<file path="src/twsp_pkg.sv">
// shared constants and types for the timer with shared prescaler
package twsp_pkg;
  // clk_i is the oscillator; one phase clock lasts one oscillator period
  localparam int CLK_PERIOD_NS    = 100;
  localparam int TOSC_NS          = 100;
  localparam int PHASES_PER_INSTR = 4;
  // external input timing in oscillator periods, and the same in clk cycles
  localparam int EXT_HALF_MIN_TOSC   = 2;
  localparam int EXT_PERIOD_MIN_TOSC = 4;
  localparam int INC_DELAY_MIN_TOSC  = 3;
  localparam int INC_DELAY_MAX_TOSC  = 7;
  localparam int EXT_HALF_MIN_CYC    =
    (EXT_HALF_MIN_TOSC * TOSC_NS + CLK_PERIOD_NS - 1) / CLK_PERIOD_NS;
  localparam int EXT_PERIOD_MIN_CYC  =
    (EXT_PERIOD_MIN_TOSC * TOSC_NS + CLK_PERIOD_NS - 1) / CLK_PERIOD_NS;
  localparam int INC_DELAY_MIN_CYC   =
    (INC_DELAY_MIN_TOSC * TOSC_NS + CLK_PERIOD_NS - 1) / CLK_PERIOD_NS;
  localparam int INC_DELAY_MAX_CYC   = (INC_DELAY_MAX_TOSC * TOSC_NS) / CLK_PERIOD_NS;
  // file register addresses
  localparam logic [4:0] TIMER_COUNT_ADDR = 5'h01;
  localparam logic [4:0] DIR_A_ADDR       = 5'h06;
  localparam logic [4:0] DIR_C_ADDR       = 5'h07;
  // configuration field positions
  localparam int OPT_WAKE_BIT = 7;
  localparam int OPT_PULL_BIT = 6;
  localparam int OPT_CSS_BIT  = 5;
  localparam int OPT_SES_BIT  = 4;
  localparam int OPT_PSA_BIT  = 3;
  localparam int OPT_RATE_LSB = 0;
  localparam int OPT_RATE_W   = 3;
  // values after reset
  localparam logic [7:0] OPTION_RST = 8'hff;
  localparam logic [5:0] DIR_RST    = 6'h3f;
  localparam logic [7:0] COUNT_RST  = 8'h00;
  localparam logic [7:0] PSC_RST    = 8'h00;
  // instruction cycles with counting held off after a count write
  localparam logic [1:0] WRITE_INHIBIT_CYCLES = 2'h2;
  // phase clocks of one instruction cycle
  typedef enum logic [1:0] {
    PH_Q1 = 2'b00,
    PH_Q2 = 2'b01,
    PH_Q3 = 2'b10,
    PH_Q4 = 2'b11
  } twsp_phase_t;
endpackage : twsp_pkg

</file>
<file path="src/twsp_psc_if.sv">
// carrier between the timer core and the shared prescaler counter
`timescale 1ns/10ps
interface twsp_psc_if #(parameter int WIDTH = 8);
  logic                     tick;
  logic                     clr;
  logic [$clog2(WIDTH)-1:0] rate;
  logic                     tap;
  modport ctl (output tick, output clr, output rate, input tap);
  modport psc (input tick, input clr, input rate, output tap);
endinterface : twsp_psc_if

</file>
<file path="src/twsp_phase.sv">
// phase divider: four phase clocks per instruction cycle, one-cycle enables
`timescale 1ns/10ps
module twsp_phase
  import twsp_pkg::*;
(
  input  wire logic clk_i,     // oscillator clock
  input  wire logic sys_rst_i, // synchronous reset, active high
  output logic      q2_o,      // pulse during phase two
  output logic      q4_o       // pulse during phase four, end of cycle
);
  typedef struct packed {
    twsp_phase_t phase;
  } twsp_phase_state_t;

  twsp_phase_state_t state_d;
  twsp_phase_state_t state_q;

  // phases advance one per clock; counter wraps after phase four
  always_comb begin
    state_d       = state_q;
    state_d.phase = twsp_phase_t'(2'(state_q.phase + 2'h1));
  end

  always_ff @(posedge clk_i) begin
    if (sys_rst_i) begin
      state_q.phase <= PH_Q1;
    end else begin
      state_q <= state_d;
    end
  end

  // sampling points of the synchroniser
  assign q2_o = (state_q.phase == PH_Q2);
  assign q4_o = (state_q.phase == PH_Q4);
endmodule : twsp_phase

</file>
<file path="src/twsp_prescaler.sv">
// shared prescaler: counter whose state leaves this module only as the selected tap bit
`timescale 1ns/10ps
module twsp_prescaler
  import twsp_pkg::*;
#(
  parameter int WIDTH = 8 // counter width
) (
  input  wire logic clk_i,     // oscillator clock
  input  wire logic sys_rst_i, // synchronous reset, active high
  twsp_psc_if.psc   psc        // tick, clear, rate select and tap
);
  typedef struct packed {
    logic [WIDTH-1:0] cnt;
  } twsp_psc_state_t;

  twsp_psc_state_t state_d;
  twsp_psc_state_t state_q;

  // clear beats a tick; there is no load path and no read path
  always_comb begin
    state_d = state_q;
    if (psc.clr) begin
      state_d.cnt = WIDTH'(PSC_RST);
    end else if (psc.tick) begin
      state_d.cnt = state_q.cnt + 1'b1;
    end
  end

  always_ff @(posedge clk_i) begin
    if (sys_rst_i) begin
      state_q.cnt <= WIDTH'(PSC_RST);
    end else begin
      state_q <= state_d;
    end
  end

  // bit n toggles every 2^n ticks, so its rise divides by 2^(n+1)
  assign psc.tap = state_q.cnt[psc.rate];
endmodule : twsp_prescaler

</file>
<file path="src/twsp_top.sv">
// 8-bit timer/counter with a prescaler shared with the watchdog
`timescale 1ns/10ps
module twsp_top
  import twsp_pkg::*;
#(
  parameter int PSC_WIDTH     = 8, // prescaler width
  parameter int COUNT_PIN_BIT = 2  // direction bit of the count pin
) (
  input  wire logic       clk_i,                    // oscillator clock
  input  wire logic       sys_rst_i,                // synchronous reset, high
  input  wire logic [4:0] file_addr_i,              // file register address
  input  wire logic       file_wr_i,                // file register write
  input  wire logic       file_rd_i,                // file register read
  input  wire logic [7:0] file_wdata_i,             // write data, also w reg
  input  wire logic       option_wr_i,              // load configuration
  input  wire logic       tris_wr_i,                // load direction at addr
  input  wire logic       watchdog_clear_instr_i,   // watchdog clear executed
  input  wire logic       watchdog_tick_i,          // watchdog count pulse
  input  wire logic       external_count_input_i,   // external count pin
  output logic [7:0]      file_rdata_o,             // read data
  output logic            file_rvalid_o,            // read data valid
  output logic [7:0]      timer_count_o,            // current count
  output logic            timer_wrap_o,             // count wrapped to zero
  output logic            watchdog_timeout_o,       // postscaled watchdog
  output logic [5:0]      pin_direction_a_o,        // port a dir, 1 = input
  output logic [5:0]      pin_direction_c_o,        // port c dir, 1 = input
  output logic            wake_on_change_disable_o, // config bit 7
  output logic            weak_pullup_disable_o     // config bit 6
);

  localparam int RATE_W = $clog2(PSC_WIDTH);

  // all state of the block, apart from phase and prescaler counters, in one record
  typedef struct packed {
    logic [7:0] option;
    logic [5:0] dir_a;
    logic [5:0] dir_c;
    logic [5:0] dir_a_pin;
    logic [7:0] count;
    logic [1:0] inhibit;
    logic       ext_prev;
    logic       samp1;
    logic       samp2;
    logic       tap_prev;
    logic [7:0] rdata;
    logic       rvalid;
    logic       wdt_out;
    logic       wrap;
  } twsp_top_state_t;

  localparam twsp_top_state_t TOP_RST = '{
    option:    OPTION_RST,
    dir_a:     DIR_RST,
    dir_c:     DIR_RST,
    dir_a_pin: DIR_RST,
    count:     COUNT_RST,
    inhibit:   2'h0,
    // history starts high: the config resets to falling edges, so an idle
    // low pin reads high here and must not look like an edge after reset
    ext_prev:  1'b1,
    samp1:     1'b1,
    samp2:     1'b1,
    tap_prev:  1'b0,
    rdata:     8'h00,
    rvalid:    1'b0,
    wdt_out:   1'b0,
    wrap:      1'b0
  };

  twsp_top_state_t state_d;
  twsp_top_state_t state_q;

  logic              q2;
  logic              q4;
  logic              css;
  logic              ses;
  logic              prescaler_assign;
  logic [RATE_W-1:0] rate;
  logic              ext_lvl;
  logic              ext_edge;
  logic              src_tick;
  logic              count_wr;
  logic              sample;
  logic              sync_in;
  logic              sync_rise;
  logic              timer_step;
  logic              tap_rise;

  twsp_psc_if #(.WIDTH(PSC_WIDTH)) psc_bus ();

  // phase clocks of the instruction cycle
  twsp_phase u_phase (
    .clk_i     (clk_i),
    .sys_rst_i (sys_rst_i),
    .q2_o      (q2),
    .q4_o      (q4)
  );

  // the one prescaler, handed to timer or watchdog below
  twsp_prescaler #(.WIDTH(PSC_WIDTH)) u_psc (
    .clk_i     (clk_i),
    .sys_rst_i (sys_rst_i),
    .psc       (psc_bus.psc)
  );

  // configuration fields
  assign css  = state_q.option[OPT_CSS_BIT];
  assign ses  = state_q.option[OPT_SES_BIT];
  assign prescaler_assign  = state_q.option[OPT_PSA_BIT];
  assign rate = state_q.option[OPT_RATE_LSB +: RATE_W];

  // inverting the pin when falling edges are chosen lets one detector
  // serve both edge polarities
  assign ext_lvl  = external_count_input_i ^ ses;
  assign ext_edge = ext_lvl & ~state_q.ext_prev;

  // count source: external edges or one tick per instruction cycle
  assign src_tick = css ? ext_edge : q4;

  // software write of the count register
  assign count_wr = file_wr_i && (file_addr_i == TIMER_COUNT_ADDR);

  // prescaler steering: exactly one owner at any time
  assign psc_bus.tick = prescaler_assign ? watchdog_tick_i : src_tick;
  assign psc_bus.clr  = prescaler_assign ? watchdog_clear_instr_i : count_wr;
  assign psc_bus.rate = rate;

  // the synchroniser sees the tap, or the pin when the watchdog owns the
  // prescaler; sampling at two phases is what limits the input rate
  assign sync_in   = prescaler_assign ? ext_lvl : psc_bus.tap;
  assign sample    = q2 | q4;
  assign sync_rise = sample & state_q.samp1 & ~state_q.samp2;

  // internal source without prescaler bypasses the synchroniser
  assign timer_step = (prescaler_assign && !css) ? q4 : sync_rise;

  // watchdog postscaler output edge
  assign tap_rise = psc_bus.tap & ~state_q.tap_prev;

  // next state of the whole block
  always_comb begin
    state_d        = state_q;
    state_d.rvalid = 1'b0;
    state_d.wrap   = 1'b0;

    // edge detector history for the external pin
    state_d.ext_prev = ext_lvl;

    // two-stage sampler: capture at phase two and four only; the edge
    // appears one sample point later, which gives the fixed part of
    // the delay from pin change to count step
    if (sample) begin
      state_d.samp1 = sync_in;
      state_d.samp2 = state_q.samp1;
    end

    // configuration and direction loads from the w register
    if (option_wr_i) begin
      state_d.option = file_wdata_i;
    end
    if (tris_wr_i && (file_addr_i == DIR_A_ADDR)) begin
      state_d.dir_a = file_wdata_i[5:0];
    end
    if (tris_wr_i && (file_addr_i == DIR_C_ADDR)) begin
      state_d.dir_c = file_wdata_i[5:0];
    end

    // count pin turns input while it counts, whatever the direction
    // register holds; the register keeps its own value for later
    state_d.dir_a_pin = state_d.dir_a;
    if (state_d.option[OPT_CSS_BIT]) begin
      state_d.dir_a_pin[COUNT_PIN_BIT] = 1'b1;
    end

    // the hold-off runs out at instruction cycle ends
    if (q4 && (state_q.inhibit != 2'h0)) begin
      state_d.inhibit = state_q.inhibit - 2'h1;
    end

    // a write wins over a step in the same cycle and restarts hold-off;
    // software may preload an adjusted value to make up the lost cycles
    if (count_wr) begin
      state_d.count   = file_wdata_i;
      state_d.inhibit = WRITE_INHIBIT_CYCLES;
    end else if (timer_step && (state_q.inhibit == 2'h0)) begin
      state_d.count = state_q.count + 8'h01;
      state_d.wrap  = (state_q.count == 8'hff);
    end

    // watchdog sees the postscaled tick or, without prescaler, its own
    state_d.tap_prev = psc_bus.tap;
    state_d.wdt_out  = prescaler_assign ? tap_rise : watchdog_tick_i;

    // reads return the count before any step of this cycle; unmapped
    // addresses read as zero since other files live outside this block
    if (file_rd_i) begin
      state_d.rvalid = 1'b1;
      state_d.rdata  = (file_addr_i == TIMER_COUNT_ADDR) ? state_q.count : 8'h00;
    end
  end

  // register the whole state
  always_ff @(posedge clk_i) begin
    if (sys_rst_i) begin
      state_q <= TOP_RST;
    end else begin
      state_q <= state_d;
    end
  end

  // outputs straight from the state record
  assign file_rdata_o             = state_q.rdata;
  assign file_rvalid_o            = state_q.rvalid;
  assign timer_count_o            = state_q.count;
  assign timer_wrap_o             = state_q.wrap;
  assign watchdog_timeout_o       = state_q.wdt_out;
  assign pin_direction_a_o        = state_q.dir_a_pin;
  assign pin_direction_c_o        = state_q.dir_c;
  assign wake_on_change_disable_o = state_q.option[OPT_WAKE_BIT];
  assign weak_pullup_disable_o    = state_q.option[OPT_PULL_BIT];

endmodule : twsp_top

</file>
<file path="config.mk">
export PLATFORM = sky130hd
export DESIGN_NAME = twsp_top
export DESIGN_NICKNAME = d
export VERILOG_FILES = /design/src/twsp_pkg.sv /design/src/twsp_psc_if.sv /design/src/twsp_phase.sv /design/src/twsp_prescaler.sv /design/src/twsp_top.sv
export SDC_FILE = /design/constraint.sdc
export NUM_CORES = 1
export LEC_CHECK = 0
export BUFFER_PORTS_ARGS = -buffer_cell sky130_fd_sc_hd__buf_4
export CAP_MARGIN = 25
export CORE_MARGIN = 2
export CORE_UTILIZATION = 50
export DETAILED_ROUTE_END_ITERATION = 7
export PLACE_DENSITY = 0.71
export SETUP_SLACK_MARGIN = 0.3
export SLEW_MARGIN = 15
export SYNTH_ARGS = -nofsm -noshare
export SYNTH_HDL_FRONTEND = slang
export SYNTH_HIERARCHICAL = 1
export SYNTH_SLANG_ARGS = --single-unit
</file>
<file path="constraint.sdc">
create_clock -name clk_i -period 3.3 [get_ports clk_i]
set_clock_uncertainty 0.2 [all_clocks]
set_input_delay 0.33 -clock clk_i [delete_from_list [all_inputs] [get_ports clk_i]]
set_output_delay 0.33 -clock clk_i [all_outputs]
set_load 0.005 [all_outputs]
</file>
Yosys cells after proc, flatten, opt, wreduce, memory -nomap -nowiden
Index checks and enable logic that the tools add are counted.

Output and inout port bits: 33. Flip-flop bits (word level): 61. Word-level logic and storage cells: 71.

Add/subtract/negate cells: 4. Equal/unequal tests: 6. Bitwise logic cells: 10. Reductions and logical operators: 15. Magnitude comparators: 1. Muxes and demuxes: 16.

Operators with widths (count): 8-bit 2-to-1 mux (3); 8-bit by 1-bit adder with 8-bit output, second input constant (2); 6-bit 2-to-1 mux (2); 5-bit by 3-bit == test with 1-bit output, second input constant (2); 8-bit == test, second input constant (1); 1-bit 2-to-1 mux (8); 1-bit logical AND (6); 2-bit nonzero test (3); 2-bit OR reduction (3); 5-bit by 1-bit == test with 1-bit output, second input constant (1); 1-bit AND (4); 3-bit by 4-bit less-than comparator with 1-bit output, second input constant (1); 2-bit 2-to-1 mux (2); 1-bit NOT (4); 1-bit binary-select mux with 3-bit select (1); 3-bit OR reduction (1); 2-bit by 1-bit adder with 2-bit output, second input constant (1); 2-bit by 1-bit == test with 1-bit output, second input constant (1); 2-bit == test, second input constant (1); 2-bit zero test (1); 2-bit by 1-bit subtractor with 2-bit output, second input constant (1); 1-bit zero test (1); 1-bit OR (1); 1-bit bitwise XOR (1).

Longest topological paths before layout
Depth in word-level cells: 8. Gate-level depth with buffers: 8. Gate-level depth less buffers: 7.

By module
Netlist, hierarchy kept.

By module, submodules not included: twsp_top (seq. area each 920.9 um^2, times used 1, area an instance 2154.6 um^2, cells each 241); twsp_prescaler (seq. area each 160.2 um^2, times used 1, area an instance 410.4 um^2, cells each 41); twsp_phase (seq. area each 40.0 um^2, times used 1, area an instance 76.3 um^2, cells each 7).

Least setup slack after synthesis
No wires, ideal clock.

Kind: flip-flop to flip-flop. Start point: register state_q (netlist bit psc_bus.rate[0]). End point: register state_q[13] (netlist name). Library setup time: 0.120 ns. Cell stages (with the launch flop): 6. Arrival time: 1.537 ns. Period minus slack after synthesis: 1.857 ns. Path buffers: 0. Setup slack: 1.443 ns. Cells stage by stage: dfxtp_1 -> mux4_1 -> mux2_4 -> nor2_1 -> a211oi_1 -> a211o_1.

Longest elaborated chain between the ends: 3.

Ends and longest elaborated chain: start, declared (RTL line twsp_top.sv:71) `twsp_top_state_t state_q;`; start signal, assigned (RTL line twsp_top.sv:207) `state_q <= state_d;`; 1-bit binary-select mux with 3-bit select (RTL line twsp_prescaler.sv:38) `assign psc.tap = state_q.cnt[psc.rate];`; 1-bit 2-to-1 mux (not written as such) (RTL line twsp_prescaler.sv:38); named net psc_bus.tap (RTL line twsp_psc_if.sv:7) `logic tap;`; 1-bit 2-to-1 mux (RTL line twsp_top.sv:130) `assign sync_in = prescaler_assign ? ext_lvl : psc_bus.tap;`.

The timed path passes the listed nets, and every way through them passes these cells. The select of a mux whose other input is x is not followed. A chain may end at the register's enable or synchronous reset.

Worst setup path after layout
Start point: register state_q (netlist bit ses). End point: register u_psc/state_q[7] (netlist name).

Longest elaborated chain between the ends: 4.

Ends and longest elaborated chain: 1-bit bitwise XOR (RTL line twsp_top.sv:114) `assign ext_lvl = external_count_input_i ^ ses;`; 1-bit AND (RTL line twsp_top.sv:115) `assign ext_edge = ext_lvl & ~state_q.ext_prev;`; 1-bit 2-to-1 mux (RTL line twsp_top.sv:118) `assign src_tick = css ? ext_edge : q4;`; 1-bit 2-to-1 mux (RTL line twsp_top.sv:124) `assign psc_bus.tick = prescaler_assign ? watchdog_tick_i : src_tick;`; named net psc_bus.tick (RTL line twsp_psc_if.sv:4) `logic tick;`; end signal, assigned (RTL line twsp_prescaler.sv:33) `state_q <= state_d;`; end, declared (RTL line twsp_prescaler.sv:17) `twsp_psc_state_t state_q;`.

The timed path passes the listed nets, and every way through them passes these cells.

==> metrics.txt <==
Final min period 2389 ps; worst-path fanout max 6; io pins 55; Post-synth ARST share 0%; cell area after synthesis 0.002641 mm²; row count 26; Nets 336; Startpoint Class flop; # DRC 0; fin. max-slew vios 0; simple-gate share of the synthesized area 20.51%; synth cell count leaders 56 x dfxtp_1, 37 x nor2_1, 29 x buf_4; starting density of the core 51.71%; Setup crit end kind flop; CTS tree done; Clk pin slew, worst setup/hold paths 100 ps; die area 0.005880 mm²; Pwr Density 409.5 mW/mm²; Setup CP Type flop to flop; HPWL after DPL 3.500 mm; CTS H-Tree Depth 2; antenna violations before repair 0; Avg WL per Cell 12.98 µm; ys flop type dfxtp_1; placed cells 372; Rel. slew slack 47.41%; synth top area cells dfxtp_1 42%, buf_4 8.2%, a211o_1 6.6%; flip-flop and latch area 0.001121 mm²; Synth Area in XOR/XNOR 1.990%; layout cell share with drive strength beyond 1 22.58%; Hold Path Class input port to flop; GRT Resource Usage Total 17.41%; Tightest Pin Transition 780.5 ps; synthesized flop and latch total 56; data arrival time of the worst path 2430 ps; P_leak 1.216 nW; RSZ-0062 raised after global routing no; Worst path max stage delay 620 ps; post-synth top area share 42.44%; final WL 4.932 mm; CP max stage cell o21ai_0; CTS resizes 0; Worst-Skew Late Latency 300 ps; fill count 458; CTS Buf Count 5; synth-to-layout area growth 12.55%; count of cell types in the netlist 38; vias in the first global route 1828; Via-to-Cell Ratio 5.303; number of synthesized flops with an enable pin 0; run status complete, no violations; I/O Buffers 54; syn avg cell area 9.139 µm²; remaining global-route overflow 0; Max IR drop VDD 0.0002486 V; Fmax 418.5 MHz; placer congestion estimate 0.8222; DR pass1 iterations 4; Post-Syn Instances 289; Total Power 1.217 mW; setup bufs post-CTS 0; final worst path period share 72.41%; main combinational cell family by area after synthesis simple AND/OR/NAND/NOR gates; Die Width 76.68 µm; Synth warnings 6; Die H 76.68 µm; Starting DRT DRC Count 115; pin count of the biggest net entering global routing 49; most frequent cell after synthesis dfxtp_1; antenna cells 0; sequential area share after synthesis 42.44%; WHS 34.68 ps; clock buffer depth 2; Post-Layout Cell Count 380; Final ANT Viol Nets 0; vias post-DR 2015; Post-CTS Hold Buffers 0; Fin. Hold Viols 0; Max Cap Violations 0; clk root buf clkbuf_8; Compound-Gate Fraction of Synth Area 17.10%; mux share of post-synthesis cell area 3.695%; Setup Viol. Count Final 0; core footprint 0.005107 mm²; fin util 58.21%; adder-cell share of the synthesized area 2.369%; leading area contributor after synthesis dfxtp_1; global-route wire length before repair 8.431 mm; clock sink count 56; critical-path cell list xnor2_1 > nor2_1 > mux2i_1 > o21ai_0 > nand4_2 > or3_1 > a21oi_1; area of the multi-input gates 0.001206 mm²; Mapped Nets 316; TNS Setup 0 ps; Data required, critical path 3340 ps
cells in the final DEF, fill, tap and decap left out, drive strengths merged, types with 3 or more instances in the layout:
cell type / instances
mux2i: 3
inv: 12
or3: 5
dfxtp: 56
buf: 56
clkbuf: 6
or4: 5
xnor2: 3
nand2b: 4
nor2b: 21
a211o: 20
xor2: 3
ha: 5
a311oi: 8
nand3: 6
o21ai: 10
nor2: 37
o31ai: 5
a21oi: 14
nand4: 3
nand2: 8
cell type report:
class                           instances  area share (%)
Clock buffer                            6           2.778
Clock inverter                          2          0.4630
Inverter                               11           1.389
Multi-Input combinational cell        179           40.57
Sequential cell                        56           37.71
Tap cell                               70           2.946
Timing Repair Buffer                   56           14.14
metal layers:
metal	GRT usage [%]	routed length, µm
met3	3.882	234
met2	27.72	2366
met1	23.71	2303
met5	0	0
met4	5.091	27
critical path: cells and delay by family, from the launching register on:
family	cells	cell delay [ps]
xor+xnor	1	160
mux	1	70
simple gates	3	790
compound gates	2	760
flops	1	330
through the flow:
stage | cell area (µm²) | setup WS, ps
final | 2973 | 910.5
after global routing | 2973 | 681.4
after CTS | 2973 | 900.0
after detailed placement | 2877 | 810.1
after global placement | 2877 | 865.4
after floorplan | 2641 | 1443
cell families (layout without fill, tap and decap cells):
family                   Yosys count  after routing
AO/OA/AOI/OAI                     61             61
XOR/XNOR                           6              6
adder cells (fa/ha/maj)            5              5
buffers and inverters             54             75
flip-flops                        56             56
multiplexers                       6              6
AND/OR/NAND/NOR                  101            101
final timing paths:
| path | start | end | slack [ps] | cells past startpoint |
|---|---|---|---|---|
| max | ses | u_psc/state_q[7] | 910 | 7 |
| max reg2reg | ses | u_psc/state_q[7] | 910 | 7 |
| min reg2reg | u_phase/state_q[0] | u_phase/state_q[0] | 270 | 1 |
| min | file_wdata_i[7] | wake_on_change_disable_o | 30 | 2 |
where the power goes:
group | leakage [nW] | internal, mW | switching, mW
registers | 0.456 | 0.696 | 0.0178
logic | 0.708 | 0.0587 | 0.0589
clock network | 0.0516 | 0.172 | 0.214
sequential cells by signal, indices dropped and copies added, names as in the netlist:
name / count
pin_direction_c_o: 6
wake_on_change_disable_o: 1
timer_count_o: 8
weak_pullup_disable_o: 1
file_rdata_o: 8
state_q: 12
watchdog_timeout_o: 1
css: 1
pin_direction_a_o: 1
u_psc/state_q: 8
ses: 1
u_phase/state_q: 2
file_rvalid_o: 1
prescaler_assign: 1
psc_bus.rate: 3
timer_wrap_o: 1
(Power assumes the default switching activity.)
